<file path="src/hdl/wdtc_pkg.sv">
package wdtc_pkg;

  // ----------------------------------------------------------------
  // Register map (byte addresses on the bus)
  // ----------------------------------------------------------------
  localparam logic [7:0] WDTC_ADR_CONTROL = 8'h00;
  localparam logic [7:0] WDTC_ADR_STATUS = 8'h04;
  localparam logic [7:0] WDTC_ADR_MASK = 8'h08;
  localparam logic [7:0] WDTC_ADR_KICK = 8'h0c;
  localparam logic [7:0] WDTC_ADR_COUNT = 8'h10;

  // ----------------------------------------------------------------
  // Control register fields
  // ----------------------------------------------------------------
  localparam int WDTC_SEL_LSB = 0;
  localparam int WDTC_SEL_W = 3;
  localparam int WDTC_ON_BIT = 3;
  localparam int WDTC_UNLOCK_BIT = 4;
  localparam logic [2:0] WDTC_RESERVED_VALUE = 3'h0;
  localparam logic [2:0] WDTC_SEL_RESET = 3'h0;

  // ----------------------------------------------------------------
  // Status and mask fields
  // ----------------------------------------------------------------
  localparam int WDTC_EVT_W = 2;
  localparam int WDTC_EVT_EXPIRED = 0;
  localparam int WDTC_EVT_REFUSED = 1;
  localparam logic [1:0] WDTC_EVT_RESET = 2'h0;

  // ----------------------------------------------------------------
  // Timing
  // ----------------------------------------------------------------
  localparam logic [2:0] WDTC_UNLOCK_CYCLES = 3'h4;
  localparam int WDTC_CLK_PERIOD_NS = 20;
  localparam int WDTC_OSC_PERIOD_NS = 1000;
  localparam int WDTC_OSC_DIV = WDTC_OSC_PERIOD_NS / WDTC_CLK_PERIOD_NS;
  localparam int WDTC_TIMEOUT_BASE = 16384;
  localparam int WDTC_COUNT_W = 22;

  // ----------------------------------------------------------------
  // Types
  // ----------------------------------------------------------------
  typedef enum logic [1:0] {
    WDTC_LEVEL0,
    WDTC_LEVEL1,
    WDTC_LEVEL2
  } wdtc_level_type;

  typedef struct packed {
    logic cyc;
    logic stb;
    logic we;
    logic [7:0] adr;
    logic [3:0] sel;
    logic [31:0] dat;
  } wdtc_wb_req_type;

  typedef struct packed {
    logic ack;
    logic [31:0] dat;
  } wdtc_wb_rsp_type;

  typedef struct packed {
    wdtc_level_type level;
    logic on;
    logic unlock;
    logic [2:0] unlock_cnt;
    logic [2:0] sel;
    logic kick_pending;
    logic run_on;
    logic [2:0] run_sel;
    logic [WDTC_COUNT_W-1:0] count;
    logic [1:0] status;
    logic [1:0] mask;
    logic irq;
    logic chip_reset;
    wdtc_wb_rsp_type rsp;
  } wdtc_state_type;

  // Expiry count for a timeout selection
  function automatic logic [WDTC_COUNT_W-1:0] wdtc_limit(
    input logic [WDTC_COUNT_W-1:0] base,
    input logic [2:0] sel
  );
    wdtc_limit = base << sel;
  endfunction : wdtc_limit

endpackage : wdtc_pkg

</file>
<file path="src/hdl/wdtc_tick_div.sv">
`timescale 1ns/1ps
module wdtc_tick_div
  import wdtc_pkg::*;
#(
  parameter int DIV = WDTC_OSC_DIV
) (
  // Clock and reset
  input wire logic clock,
  input wire logic rst_n,
  // Oscillator-rate enable
  output logic tick
);

  logic [15:0] cnt;

  // Divider that stands in for the watchdog oscillator
  always_ff @(posedge clock) begin
    if (!rst_n) begin
      cnt <= 16'h0000;
      tick <= 1'b0;
    end else if (cnt == 16'(DIV - 1)) begin
      cnt <= 16'h0000;
      tick <= 1'b1;
    end else begin
      cnt <= cnt + 16'h0001;
      tick <= 1'b0;
    end
  end

endmodule : wdtc_tick_div

</file>
<file path="src/hdl/wdtc_top.sv">
// Operation
// Control bits 7:5 always read back as zero.
// Unlock bit clears itself four system clocks after being written one.
// Writing watchdog_on one enables; zero disables, subject to locks.
// Zero to watchdog_on is taken only while unlock reads one.
// Software writes unlock and on together, then zero within four.
// In levels 1 and 2 timeout change needs unlock set.
// In level 2 the watchdog stays enabled whatever is written.
// Expiry count is 16384 shifted left by the timeout select.
// Software keeps interrupts off during the unlock-then-disable sequence.
// Count restarts on kick, while disabled, and on reset.
// Elapsed timeout without kick issues a chip reset.
// Two fuses fix the safety level and the start state.
// In level 2 watchdog_on always reads one; written value ignored.
// Configuration reaches the counter only at oscillator ticks.
// Locked timeout writes leave the selection unchanged.
`timescale 1ns/1ps
module wdtc_top
  import wdtc_pkg::*;
#(
  parameter int TIMEOUT_BASE = WDTC_TIMEOUT_BASE,
  parameter int OSC_DIV = WDTC_OSC_DIV
) (
  // Clock and reset
  input wire logic clock,
  input wire logic rst_n,
  // Fuses, active high when programmed
  input wire logic compat_fuse,
  input wire logic always_on_fuse,
  // Wishbone slave
  input wire wdtc_wb_req_type wb_req,
  output wdtc_wb_rsp_type wb_rsp,
  // Chip reset request and interrupt
  output logic chip_reset,
  output logic irq
);

  // ----------------------------------------------------------------
  // State
  // ----------------------------------------------------------------
  wdtc_state_type state;
  wdtc_state_type next_state;
  logic tick;

  localparam logic [WDTC_COUNT_W-1:0] BASE = WDTC_COUNT_W'(TIMEOUT_BASE);

  // Oscillator-rate enable
  wdtc_tick_div #(
    .DIV(OSC_DIV)
  ) u_div (
    .clock(clock),
    .rst_n(rst_n),
    .tick(tick)
  );

  // Level from fuses
  function automatic wdtc_level_type level_of(input logic c, input logic a);
    if (a) begin
      level_of = WDTC_LEVEL2;
    end else if (c) begin
      level_of = WDTC_LEVEL0;
    end else begin
      level_of = WDTC_LEVEL1;
    end
  endfunction : level_of

  // ----------------------------------------------------------------
  // Next-state logic
  // ----------------------------------------------------------------
  logic access;
  logic wr;
  logic [7:0] wbyte;
  logic w_on;
  logic w_unlock;
  logic [2:0] w_sel;
  logic locked_sel;
  logic on_read;
  logic expire;
  logic [1:0] evt;

  // Bus decode and register behaviour
  always_comb begin
    next_state = state;
    evt = 2'h0;
    access = wb_req.cyc && wb_req.stb;
    wr = access && wb_req.we && state.rsp.ack;
    wbyte = wb_req.dat[7:0];
    w_on = wbyte[WDTC_ON_BIT];
    w_unlock = wbyte[WDTC_UNLOCK_BIT];
    w_sel = wbyte[WDTC_SEL_LSB +: WDTC_SEL_W];
    locked_sel = (state.level != WDTC_LEVEL0) && !state.unlock;
    on_read = (state.level == WDTC_LEVEL2) ? 1'b1 : state.on;
    expire = 1'b0;

    // Unlock window countdown
    if (state.unlock) begin
      next_state.unlock_cnt = state.unlock_cnt - 3'h1;
      if (state.unlock_cnt == 3'h1) begin
        next_state.unlock = 1'b0;
      end
    end

    // Control write
    if (wr && wb_req.adr == WDTC_ADR_CONTROL && wb_req.sel[0]) begin
      if (w_on) begin
        next_state.on = 1'b1;
      end else if (state.unlock) begin
        next_state.on = 1'b0;
      end else if (state.on) begin
        evt[WDTC_EVT_REFUSED] = 1'b1;
      end
      if (state.level == WDTC_LEVEL2) begin
        next_state.on = 1'b1;
      end
      if (!locked_sel) begin
        next_state.sel = w_sel;
      end else if (w_sel != state.sel) begin
        evt[WDTC_EVT_REFUSED] = 1'b1;
      end
      // Joint write of unlock and on opens the window
      if (w_unlock && w_on) begin
        next_state.unlock = 1'b1;
        next_state.unlock_cnt = WDTC_UNLOCK_CYCLES;
      end
    end

    // Kick, held until the next oscillator tick
    if (wr && wb_req.adr == WDTC_ADR_KICK) begin
      next_state.kick_pending = 1'b1;
    end

    // Mask write and write-one-to-clear status
    if (wr && wb_req.adr == WDTC_ADR_MASK && wb_req.sel[0]) begin
      next_state.mask = wbyte[WDTC_EVT_W-1:0];
    end
    if (wr && wb_req.adr == WDTC_ADR_STATUS && wb_req.sel[0]) begin
      next_state.status = state.status & ~wbyte[WDTC_EVT_W-1:0];
    end

    // Counter in the oscillator time base
    next_state.chip_reset = 1'b0;
    if (tick) begin
      next_state.run_on = state.on;
      next_state.run_sel = state.sel;
      if (!state.run_on || state.kick_pending) begin
        next_state.count = '0;
      end else if (state.count ==
          wdtc_limit(BASE, state.run_sel) - WDTC_COUNT_W'(1)) begin
        next_state.count = '0;
        expire = 1'b1;
      end else begin
        next_state.count = state.count + WDTC_COUNT_W'(1);
      end
      next_state.kick_pending = wr && wb_req.adr == WDTC_ADR_KICK;
    end
    if (expire) begin
      next_state.chip_reset = 1'b1;
      evt[WDTC_EVT_EXPIRED] = 1'b1;
    end

    // Events set after the clear so that a set wins
    next_state.status = next_state.status | evt;
    next_state.irq = |(next_state.status & next_state.mask);

    // Bus answer one cycle after the request, dropped the cycle after
    next_state.rsp.ack = access && !state.rsp.ack;
    next_state.rsp.dat = 32'h0000_0000;
    if (access && !state.rsp.ack) begin
      unique case (wb_req.adr)
        WDTC_ADR_CONTROL: begin
          next_state.rsp.dat[7:0] = {WDTC_RESERVED_VALUE,
                                     state.unlock, on_read, state.sel};
        end
        WDTC_ADR_STATUS: begin
          next_state.rsp.dat[WDTC_EVT_W-1:0] = state.status;
        end
        WDTC_ADR_MASK: begin
          next_state.rsp.dat[WDTC_EVT_W-1:0] = state.mask;
        end
        WDTC_ADR_COUNT: begin
          next_state.rsp.dat[WDTC_COUNT_W-1:0] = state.count;
        end
        default: begin
          next_state.rsp.dat = 32'h0000_0000;
        end
      endcase
    end
  end

  // ----------------------------------------------------------------
  // Registers
  // ----------------------------------------------------------------

  // State register with synchronous reset; fuses sampled here
  always_ff @(posedge clock) begin
    if (!rst_n) begin
      state <= '0;
      state.level <= level_of(compat_fuse, always_on_fuse);
      state.on <= always_on_fuse;
      state.sel <= WDTC_SEL_RESET;
      state.status <= WDTC_EVT_RESET;
      state.mask <= WDTC_EVT_RESET;
    end else begin
      state <= next_state;
    end
  end

  // Outputs straight from the state flops
  assign wb_rsp = state.rsp;
  assign chip_reset = state.chip_reset;
  assign irq = state.irq;

endmodule : wdtc_top

</file>
<file path="config.mk">
export PLATFORM = sky130hd
export DESIGN_NAME = wdtc_top
export DESIGN_NICKNAME = d
export VERILOG_FILES = /design/src/hdl/wdtc_pkg.sv /design/src/hdl/wdtc_tick_div.sv /design/src/hdl/wdtc_top.sv
export SDC_FILE = /design/constraint.sdc
export NUM_CORES = 1
export LEC_CHECK = 0
export ABC_AREA = 1
export BUFFER_PORTS_ARGS = -buffer_cell sky130_fd_sc_hd__buf_4
export CORE_UTILIZATION = 35
export DETAILED_ROUTE_END_ITERATION = 16
export GPL_ROUTABILITY_DRIVEN = 0
export PLACE_DENSITY = 0.59
export SLEW_MARGIN = 5
export SYNTH_ARGS = -nofsm -noshare
export SYNTH_HDL_FRONTEND = slang
export SYNTH_SLANG_ARGS = --single-unit
</file>
<file path="constraint.sdc">
create_clock -name clock -period 1.8 [get_ports clock]
set_clock_uncertainty 0.05 [all_clocks]
set_input_delay 0.18 -clock clock [delete_from_list [all_inputs] [get_ports clock]]
set_output_delay 0.18 -clock clock [all_outputs]
set_load 0.01 [all_outputs]
</file>
== Word level (Yosys, flattened, before mapping) ==
Index checks and enable logic that the tools add are counted.
Widths: inputs -> output; s select.

* Input bits: 51
* Register bits: 93
* Logic and storage cells: 99
* Output and inout port bits: 35

* Equality and inequality tests: 11
* Shift-type cells: 1
* $add $sub $neg: 4
* Reductions and logical operators: 26
* Bitwise logic cells: 6
* Muxes and demuxes: 32

{| class="wikitable"
|+ Operators with widths
! cell !! number
|-
| $mux 74 || 1
|-
| $mux 22 || 3
|-
| $mux 27 || 1
|-
| $add 22x1->22 const B || 1
|-
| $eq 22x22->1 || 1
|-
| $shl 15x3->22 const A || 1
|-
| $sub 22x1->22 const B || 1
|-
| $mux 1 || 18
|-
| $add 16x1->16 const B || 1
|-
| $eq 16x6->1 const B || 1
|-
| $eq 8x4->1 const B || 2
|-
| $mux 14 || 1
|-
| $logic_and 1x1->1 || 13
|-
| $pmux 6 s2 || 1
|-
| $eq 8x3->1 const B || 1
|-
| $eq 8x5->1 const B || 1
|-
| $logic_not 8->1 || 1
|-
| $mux 4 || 2
|-
| $mux 8 || 1
|-
| $pmux 2 s4 || 1
|-
| $reduce_and 2->1 || 3
|-
| $and 2x2->2 || 2
|-
| $mux 2 || 2
|-
| $ne 4x1->1 const B || 1
|-
| 14 further kinds || 19
|}

== Longest topological paths before layout ==
Gate-level depths: netlist of the first run.

* Word-level depth: 11
* Gate-level depth with buffers: 11
* Depth with buffers taken out: 11

== Modules after synthesis ==
A second synthesis of the first run with hierarchy kept.

* Cells, all modules: 600
* Area, all modules: 4292.9 um^2

{| class="wikitable"
|+ By module, submodules not included
! module !! sequential area each (um^2) !! times used !! area an instance (um^2) !! cells each
|-
| wdtc_top || 1351.3 || 1 || 3390.8 || 470
|-
| wdtc_tick_div || 340.3 || 1 || 902.1 || 130
|}

== Least setup slack after synthesis of the first run ==
OpenSTA, ideal clock, no wires.

* Path type: register to register
* Start: register state[39] in the netlist's numbering
* End: register state[59] in the netlist's numbering
* Arrival: 1437 ps
* Required time: 1615 ps
* Setup slack: 177 ps
* Library setup time: 135 ps
* Cell stages (with the launch flop): 10
* Period minus slack after synthesis: 1623 ps
* Path buffers: 1
* Cells stage by stage: dfxtp_1 -> ha_1 -> nand3_4 -> nor2_4 -> nand3_4 -> nor2_4 -> nand3_4 -> buf_6 -> nand4_1 -> a21oi_1

* Cells in the longest elaborated chain, start to end: 3
* Elaborated cells on any way between the ends: 4
* Those cells by class: add/sub (1); eq/ne (1); mux (2)

{| class="wikitable"
|+ RTL lines
! item !! line !! text
|-
| from (decl) || wdtc_top.sv:41 || <nowiki>wdtc_state_type state;</nowiki>
|-
| from (signal assigned) || wdtc_top.sv:204 || <nowiki>state <= next_state;</nowiki>
|-
| $add 22x1->22 or $eq 22x22->1 (tied branches) || wdtc_top.sv:152, wdtc_top.sv:147 ||
|-
| $mux 22 * || wdtc_top.sv:147 || <nowiki>end else if (state.count ==</nowiki>
|-
| $mux 22 * || wdtc_top.sv:145 || <nowiki>if (!state.run_on || state.kick_pending) begin</nowiki>
|}

Mark *: on every way between the ends. The rest lies on a longest branch, timed or not.
A chain may end at the register's enable or synchronous reset.

== Final worst setup path of the first run ==
* Start: register state[39] in the netlist's numbering
* End: register state, in the netlist irq

* Cells in the longest elaborated chain, start to end: 8

{| class="wikitable"
|+ RTL lines
! item !! line !! text
|-
| $eq 22x22->1 || wdtc_top.sv:147 ||
|-
| $mux 1 || wdtc_top.sv:147 ||
|-
| $mux 1 || wdtc_top.sv:145 ||
|-
| $mux 1 || wdtc_top.sv:142 || <nowiki>if (tick) begin</nowiki>
|-
| $mux 1 || wdtc_top.sv:156 || <nowiki>if (expire) begin</nowiki>
|-
| $or 2x2->2 || wdtc_top.sv:162 || <nowiki>next_state.status = next_state.status | evt;</nowiki>
|-
| $and 2x2->2 || wdtc_top.sv:163 || <nowiki>next_state.irq = |(next_state.status & next_state.mask);</nowiki>
|-
| $reduce_or 2->1 || wdtc_top.sv:163 ||
|}

No other way between the ends.

==> impl_metrics.env, run 1 <==
export IMPL_status="complete, no violations"
export IMPL_powerDensity_nw_per_um2=784.5
export IMPL_synth_fa_ha_area_share_pct=1.468
export IMPL_min_path_type="primary input to flip-flop"
export IMPL_r2r_start="state[39]"
export IMPL_leakage_nw=1.978
export IMPL_fin_nets=695
export IMPL_core_area_sq_um=11660
export IMPL_timing_rr_end="irq"
export IMPL_r2r_cells=9
export IMPL_endpoint_kind="flip-flop"
export IMPL_antenna_cells=0
export IMPL_synthArstFlopShare_pct=0
export IMPL_wl_met2_microns=4579
export IMPL_synth_seq_cells=83
export IMPL_crit_type="flip-flop to flip-flop"
export IMPL_root_buffer="clkbuf_16"
export IMPL_start_kind="flip-flop"
export IMPL_worstPathMaxFanout=4
export IMPL_route_final_wire_length_microns=9658
export IMPL_crit_start="state[39]"
export IMPL_fmax_ghz=0.5918
export IMPL_clk_insertion_delay_late_ns=0.34
export IMPL_hpwl_microns=6991
export IMPL_hold_depth=2
export IMPL_yosysUniqueCellTypes=38
export IMPL_clkTransAtPathRegs_ns=0.06
export IMPL_netlist_area_sq_um=4263
export IMPL_grt_pass1_wl_microns=16150
export IMPL_synth_edf_count=3
export IMPL_area_delta_synth_final_pct=18.49
export IMPL_period_needed_ns=1.690
export IMPL_post_synth_and_or_nand_nor_area_fraction_pct=33.75
export IMPL_htree_levels=3
export IMPL_holdPathEnd="next_state[74]"
export IMPL_drc=0
export IMPL_io_buffers=45
export IMPL_drv_cap=0
export IMPL_clock_path_buffers=2
export IMPL_synth_top_family_by_area="simple AND/OR/NAND/NOR gates"
export IMPL_grt_max_degree=23
export IMPL_rows=39
export IMPL_overflow=0
export IMPL_slew_violations=0
export IMPL_drt_first_pass_iters=7
export IMPL_antenna_found_initial=0
export IMPL_cts_tree="yes"
export IMPL_final_common_cell="nand2_1"
export IMPL_ir_drop_v=0.0005648
export IMPL_fin_crit_sh_pct=93.87
export IMPL_ys_flop_type="dfxtp_1"
export IMPL_finalHoldViolations=0
export IMPL_drtIter0Drc=150
export IMPL_cts_sinks=83
export IMPL_wl_met3_microns=367
export IMPL_design_area_sq_um=5051
export IMPL_cts_buffers=9
export IMPL_layout_common_cells="nand2_1 (137), dfxtp_1 (80), buf_4 (70)"
export IMPL_vias_per_cell=4.773
export IMPL_ys_warn_count=0
export IMPL_synth_xor_area_share_pct=2.671
export IMPL_syn_inst=593
export IMPL_drt_wirelength_per_cell_microns=12.27
export IMPL_die_w_microns=112.4
export IMPL_ant_nets=0
export IMPL_synthTopCellsByArea="dfxtp_1 (38%), nand2_1 (12%), nor2_1 (6.1%), buf_4 (5.8%), inv_1 (5.7%)"
export IMPL_m1WireLength_microns=4569
export IMPL_setup_violations=0
export IMPL_grt_total_usage_pct=15.98
export IMPL_rsz0062_at_grt="no"
export IMPL_top_layer_used="met4"
export IMPL_final_layout_size_suffix_gt1_share_pct=18.48
export IMPL_grt_pass1_vias=3542
export IMPL_synth_top_cell_area_share_pct=37.57
export IMPL_placed_area_sq_um=4678
export IMPL_yosys_area_top_type="dfxtp_1"
export IMPL_seq_area_frac_synth_pct=39.68
export IMPL_finalSetupTns_ns=0
export IMPL_synth_mux_area_share_pct=0
export IMPL_die_y_microns=112.4
export IMPL_synth_compound_area_share_pct=8.952
export IMPL_dieArea_sq_um=12620
export IMPL_synth_avg_cell_area_sq_um=7.189
export IMPL_start_util_pct=36.55
export IMPL_r2r_slack_ns=0.11
export IMPL_required_ns=2.03
export IMPL_io_pins=86
export IMPL_min_from="compat_fuse"
export IMPL_vias=3756
export IMPL_crit_arrival_ns=1.92
==> synth_stat cells (all sizes together), types with 2 or more instances <==
master	instances
o31ai	2
nor2	76
nand3	48
dfxtp	80
o21ai	23
or2	6
o22ai	3
clkbuf	8
nor3b	3
nor4	2
inv	67
ha	5
nand2	139
nor3	8
buf	38
a21oi	45
edfxtp	3
xnor2	3
xor2	10
nand4	20
==> per-stage QoR <==
stage	power (W)	setup slack (ns)	hold WS (ns)	cells	util, %
final	0.003963	0.1103	0.04700	787	43.31
after detailed placement	0.002037	0.06986	0.3306	768	40.11
after global routing	0.004099	0.005655	0.04389	787	43.31
after global placement	0.002036	0.1070	0.3310	768	40.11
after floorplan	0.001991	0.1773	0.2289	602	-
after CTS	0.004007	0.05470	0.03806	785	42.92
==> per-layer routing <==
metal	vias up	track usage, %
met5	-	0
met4	0	6.222
met3	13	3.672
met2	72	26.25
met1	1708	20.38
li1	1963	-
==> sequential cells by signal, summed over array words and instances, names as in the netlist <==
signal and flops:
chip_reset 1, irq 1, next_state 2, state 39, u_div.cnt 16, u_div.tick 1
wb_rsp 23
==> cells by family (layout without fill, tap and decap cells) <==
logic type	count (synthesis)	in the layout
other	1	10
buffers and inverters	114	155
and+or+nand+nor	303	304
adders and majority gates	5	5
AOI/OAI and AO/OA	74	74
xor gates and xnor gates	13	13
DFF	83	83
==> layout make-up <==
| class | count | area, sq um |
|---|---|---|
| Tap cell | 143 | 178.9 |
| Fill cell | 1173 | 6611 |
| Clock inverter | 7 | 92.59 |
| Clock buffer | 9 | 225.2 |
| Multi-Input combinational cell | 406 | 2072 |
| Timing Repair Buffer | 71 | 535.5 |
| Inverter | 68 | 255.2 |
| Sequential cell | 83 | 1692 |
==> how the worst max path moves through the flow <==
stage / endpoint / slack [ns]
6_report: irq / 0.11
5_1_grt: u_div.cnt[14] / 0.006
4_1_cts: state[58] / 0.05
3_5_place_dp: state[58] / 0.07
3_3_place_gp: state[58] / 0.11
2_1_floorplan: state[59] / 0.18
==> power by group <==
group	internal [W]	switching [W]
Sequential	0.00186	0.00000968
Clock	0.00121	0.000756
Combinational	0.0000535	0.0000743
==> what timing repair did <==
action / CTS / global route
resized for setup: 0 / 7
endpoints found under the hold margin: 1 / 0
endpoints found under the setup margin: 0 / 18
buffers inserted: 0 / 1
hold buffers: 1 / 0
==> critical path: stages, from the launching register on <==
cell     delay [ns]
dfxtp_1        0.34
ha_1           0.22
nand3_4        0.12
nor2_4         0.15
nand3_4        0.11
nor2_4         0.20
nand4_1        0.19
nand2_1        0.13
nand2_1        0.05
nand2_1        0.07
Power figures use the tool's default switching activity.
==> inputs of run 2 (changes only) <==
--- a/config.mk
+++ b/config.mk
@@ -7,10 +7,12 @@
 export LEC_CHECK = 0
 export ABC_AREA = 1
 export BUFFER_PORTS_ARGS = -buffer_cell sky130_fd_sc_hd__buf_4
-export CORE_UTILIZATION = 35
+export CELL_PAD_IN_SITES_DETAIL_PLACEMENT = 2
+export CELL_PAD_IN_SITES_GLOBAL_PLACEMENT = 2
+export CORE_MARGIN = 2
+export CORE_UTILIZATION = 30
 export DETAILED_ROUTE_END_ITERATION = 16
-export GPL_ROUTABILITY_DRIVEN = 0
-export PLACE_DENSITY = 0.59
+export PLACE_DENSITY = 0.82
 export SLEW_MARGIN = 5
 export SYNTH_ARGS = -nofsm -noshare
 export SYNTH_HDL_FRONTEND = slang
==> impl_metrics.env, run 2 (synthesized netlist as in run 1, its figures left out) <==
export IMPL_ant_nets=0
export IMPL_finalPower_w=0.004191
export IMPL_drt_wirelength_per_cell_microns=16.02
export IMPL_final_common_cell="nand2_1"
export IMPL_overflow=0
export IMPL_multiInputGateArea_sq_um=2071
export IMPL_regMostFlops="state"
export IMPL_final_seq_area_sq_um=1697
export IMPL_worstPathMaxFanout=3
export IMPL_crit_arrival_ns=1.93
export IMPL_rsz0062_at_grt="yes"
export IMPL_grt_pass1_vias=4593
export IMPL_drv_cap=0
export IMPL_cts_buffers=9
export IMPL_rows=43
export IMPL_top_layer_used="met4"
export IMPL_vias=4014
export IMPL_clock_path_buffers=2
export IMPL_ir_drop_v=0.0003562
export IMPL_core_area_sq_um=13880
export IMPL_m1WireLength_microns=5408
export IMPL_start_kind="flip-flop"
export IMPL_final_layout_size_suffix_gt1_share_pct=20.49
export IMPL_grt_total_usage_pct=19.01
export IMPL_wl_met2_microns=7319
export IMPL_drtIter0Drc=151
export IMPL_endpoint_kind="flip-flop"
export IMPL_drt_first_pass_iters=4
export IMPL_setup_violations=0
export IMPL_drc=0
export IMPL_layout_common_cells="nand2_1 (136), dfxtp_1 (76), buf_4 (72)"
export IMPL_place_gp_congestion=0.8548
export IMPL_fin_crit_sh_pct=94.63
export IMPL_status="complete, no violations"
export IMPL_io_buffers=45
export IMPL_grt_max_degree=24
export IMPL_design_area_sq_um=5230
export IMPL_wl_met3_microns=332
export IMPL_slew_violations=0
export IMPL_r2r_start="state[39]"
export IMPL_root_buffer="clkbuf_16"
export IMPL_period_needed_ns=1.703
export IMPL_largest_reg_flops=39
export IMPL_crit_start="state[39]"
export IMPL_finalHoldViolations=0
export IMPL_fin_nets=700
export IMPL_fmax_ghz=0.5871
export IMPL_grt_pass1_wl_microns=22260
export IMPL_clk_insertion_delay_late_ns=0.35
export IMPL_io_pins=86
export IMPL_htree_levels=3
export IMPL_crit_type="flip-flop to flip-flop"
export IMPL_min_path_type="primary input to flip-flop"
export IMPL_antenna_cells=0
export IMPL_min_from="compat_fuse"
export IMPL_die_y_microns=123.2
export IMPL_clkTransAtPathRegs_ns=0.06
export IMPL_hpwl_microns=10030
export IMPL_dieArea_sq_um=15180
export IMPL_powerDensity_nw_per_um2=801.3
export IMPL_area_delta_synth_final_pct=22.69
export IMPL_leakage_nw=2.052
export IMPL_required_ns=2.02
export IMPL_route_final_wire_length_microns=13280
export IMPL_placed_area_sq_um=4800
export IMPL_die_w_microns=123.2
export IMPL_nFillCells=1626
export IMPL_antenna_found_initial=0
export IMPL_vias_per_cell=4.842
export IMPL_cts_tree="yes"
export IMPL_cts_sinks=83
export IMPL_start_util_pct=30.71
==> run 2: cell count changes in the layout (fill, tap and decap cells not counted), sizes merged <==
cell	before	now
nand3	49	48
clkinvlp	2	3
bufinv	2	3
clkbuf	9	10
buf	70	76
clkinv	4	1
==> run 2: worst paths after layout <==
check	slack, ns	endpoint	cells past startpoint
max	0.1	state[47]	8
min	0.05	next_state[74]	2
min reg2reg	0.42	u_div.cnt[15]	2
max reg2reg	0.1	state[47]	8
==> run 2: worst max-delay path: stages (launching register included) <==
cell and delay, ns:
dfxtp_1 0.34, ha_2 0.22, nand3_4 0.11, nor2_2 0.18, nand2_1 0.12, nor2_1 0.14, xor2_1 0.18, nand3_1 0.11
a21oi_1 0.16
==> run 2: final cells by class <==
class                   count  share of cell area, %
flip-flops and latches     83                  32.44
well taps                 180                  4.306
clock buffers              10                  4.569
clock inverters             6                  2.153
inverters                  68                  4.880
repair buffers             77                  12.06
multi-input cells         405                  39.59
==> run 2: repair_timing <==
action / in CTS / in global routing
hold buffers: 1 / 0
pin swaps: 1 / 3
hold endpoints to repair: 1 / 0
setup endpoints to repair: 13 / 22
resized for setup: 1 / 13
setup buffers: 1 / 1
==> run 2: report_power, final <==
group | leakage [nW] | internal (W) | switching (W) | total (W)
Clock | 0.161 | 0.00139 | 0.000784 | 0.00218
Sequential | 0.675 | 0.00186 | 0.0000122 | 0.00187
Combinational | 1.22 | 0.0000591 | 0.0000820 | 0.000141
==> run 2: per-stage QoR <==
step	setup slack (ns)	hold slack, ns	utilization [%]	instances	TNS [ns]
detailed placement	-0.04193	0.3346	34.58	810	-0.3282
floorplan	0.1773	0.2289	-	602	0
global placement	0.06873	0.3358	34.58	810	0
finish	0.09663	0.05242	37.68	829	0
global route	-0.0003593	0.03321	37.68	829	-0.0003593
CTS	0.03274	0.03960	37.34	828	0
==> run 2: routing by layer <==
metal,GRT usage [%],vias up
met2,36.40,41
li1,-,1964
met5,0,-
met3,4.613,18
met1,20.57,1991
met4,5.185,0
==> inputs of run 3 (changes only) <==
--- a/config.mk
+++ b/config.mk
@@ -10,9 +10,11 @@
 export CELL_PAD_IN_SITES_DETAIL_PLACEMENT = 2
 export CELL_PAD_IN_SITES_GLOBAL_PLACEMENT = 2
 export CORE_MARGIN = 2
-export CORE_UTILIZATION = 30
+export CORE_UTILIZATION = 32
+export CTS_BUF_LIST = sky130_fd_sc_hd__clkbuf_8
 export DETAILED_ROUTE_END_ITERATION = 16
-export PLACE_DENSITY = 0.82
+export GPL_TIMING_DRIVEN = 0
+export PLACE_DENSITY = 0.87
 export SLEW_MARGIN = 5
 export SYNTH_ARGS = -nofsm -noshare
 export SYNTH_HDL_FRONTEND = slang
==> impl_metrics.env, run 3 (synthesized netlist as in run 1, its figures left out) <==
export IMPL_wl_met2_microns=7426
export IMPL_final_common_cell="nand2_1"
export IMPL_largest_reg_flops=39
export IMPL_cpPeakStageDelay_ns=0.36
export IMPL_switching_power_w=0.0008562
export IMPL_critPathMostFrequentCell="nand3_1"
export IMPL_clkTransAtPathRegs_ns=0.10
export IMPL_place_gp_congestion=0.8251
export IMPL_root_buffer="clkbuf_8"
export IMPL_finalHoldViolations=0
export IMPL_die_y_microns=119.4
export IMPL_m1WireLength_microns=6218
export IMPL_worst_pin_slew_ns=0.6538
export IMPL_crit_arrival_ns=2.02
export IMPL_area_delta_synth_final_pct=21.87
export IMPL_cts_sinks=83
export IMPL_io_buffers=45
export IMPL_placed_area_sq_um=4855
export IMPL_status="complete, no violations"
export IMPL_grt_pass1_vias=4598
export IMPL_route_final_wire_length_microns=14380
export IMPL_cts_tree="yes"
export IMPL_start_kind="flip-flop"
export IMPL_start_util_pct=32.45
export IMPL_antenna_cells=0
export IMPL_p_seq_share_pct=54.1
export IMPL_drc=0
export IMPL_required_ns=2.03
export IMPL_rows=42
export IMPL_period_needed_ns=1.787
export IMPL_setup_violations=0
export IMPL_finalSetupTns_ns=0
export IMPL_path_buf_inv=2
export IMPL_pwr_share_clk_pct=41.1
export IMPL_switching_share_pct=24.83
export IMPL_leakage_nw=2.076
export IMPL_io_pins=86
export IMPL_vias_per_cell=4.947
export IMPL_core_area_sq_um=13140
export IMPL_ant_nets=0
export IMPL_r2r_cells=8
export IMPL_grt_pass1_wl_microns=23160
export IMPL_ir_drop_v=0.0003116
export IMPL_antenna_found_initial=0
export IMPL_fin_crit_sh_pct=99.29
export IMPL_powerDensity_nw_per_um2=663.8
export IMPL_slew_violations=0
export IMPL_hpwl_microns=10200
export IMPL_regMostFlops="state"
export IMPL_fmax_ghz=0.5595
export IMPL_crit_type="flip-flop to flip-flop"
export IMPL_cts_buffers=9
export IMPL_wl_met3_microns=388
export IMPL_hold_depth=2
export IMPL_crit_cells=8
export IMPL_final_layout_size_suffix_gt1_share_pct=23.17
export IMPL_drt_first_pass_iters=4
export IMPL_vias=4180
export IMPL_slowest_stage="dfxtp_1"
export IMPL_drt_wirelength_per_cell_microns=17.02
export IMPL_top_layer_used="met4"
export IMPL_crit_family="simple AND/OR/NAND/NOR gates"
export IMPL_overflow=0
export IMPL_grt_total_usage_pct=20.33
export IMPL_min_path_type="primary input to flip-flop"
export IMPL_die_w_microns=119.4
export IMPL_clock_path_buffers=2
export IMPL_grt_max_degree=14
export IMPL_drv_cap=0
export IMPL_layout_common_cells="nand2_1 (136), buf_4 (85), dfxtp_1 (69)"
export IMPL_intPower_w=0.002592
export IMPL_htree_levels=3
export IMPL_endpoint_kind="flip-flop"
export IMPL_fin_nets=721
export IMPL_design_area_sq_um=5195
export IMPL_maxSlewHeadroom_pct=56.42
export IMPL_clk_insertion_delay_late_ns=0.39
export IMPL_dieArea_sq_um=14260
export IMPL_worstPathMaxFanout=10
export IMPL_comb_power_share_pct=4.7
export IMPL_crit_chain="inv_1, ha_1, nand3_1, nor4_1, nand3_1, nand2_4, clkbuf_4, a21oi_1"
export IMPL_drtIter0Drc=128
## run 3: repair_timing
item | 4_1_cts | 5_1_grt
buffers inserted | 0 | 6
endpoints found under the setup margin | 23 | 32
hold buffers | 1 | 0
endpoints found under the hold margin | 1 | 0
resized for setup | 11 | 23
pin swaps | 0 | 3
cloned | 0 | 0
## run 3: final cells by class
type | instances | area [sq um]
inverter | 68 | 255.2
tap | 176 | 220.2
multi-input combinational | 405 | 2105
clock buffer | 10 | 137.6
fill | 1569 | 7943
timing repair buffer | 52 | 392.9
buffer | 46 | 320.3
sequential | 83 | 1710
clock inverter | 5 | 53.80
## run 3: worst paths after layout
kind / from / end / slack, ns
min: compat_fuse / next_state[74] / 0.03
min reg2reg: u_div.cnt[15] / u_div.cnt[15] / 0.44
max: u_div.cnt[1] / u_div.cnt[6] / 0.01
max reg2reg: u_div.cnt[1] / u_div.cnt[6] / 0.01
## run 3: power groups by stage
| stage | Clock [W] | Combinational [W] | Sequential (W) |
|---|---|---|---|
| final | 0.00142 | 0.000162 | 0.00187 |
| after floorplan | 0 | 0.0000832 | 0.00191 |
| after global routing | 0.00152 | 0.000176 | 0.00187 |
| after CTS | 0.00144 | 0.000156 | 0.00187 |
| after global placement | 0 | 0.000145 | 0.00191 |
| after detailed placement | 0 | 0.000152 | 0.00191 |
## run 3: per-stage QoR
step | cells | utilization [%] | total power, W | setup WS, ns | hold WS, ns
finish | 845 | 39.54 | 0.003448 | 0.01271 | 0.02761
global route | 845 | 39.54 | 0.003565 | -0.06064 | 0.01360
CTS | 839 | 38.73 | 0.003458 | 0.01199 | 0.02123
detailed placement | 823 | 36.95 | 0.002063 | -0.1843 | 0.3539
global placement | 823 | 36.95 | 0.002055 | -0.1251 | 0.3509
floorplan | 602 | - | 0.001991 | 0.1773 | 0.2289
## run 3: worst register-to-register path: stages, from the launching register on
cell	delay, ns
dfxtp_1	0.36
inv_1	0.08
ha_1	0.16
nand3_1	0.08
nor4_1	0.29
nand3_1	0.21
nand2_4	0.15
clkbuf_4	0.22
a21oi_1	0.08
## run 3: routing by layer
| metal | GRT usage [%] | up-vias |
|---|---|---|
| met2 | 36.53 | 65 |
| met4 | 7.353 | 0 |
| met1 | 24.12 | 2078 |
| met3 | 3.688 | 28 |
| li1 | - | 2009 |
| met5 | 0 | - |
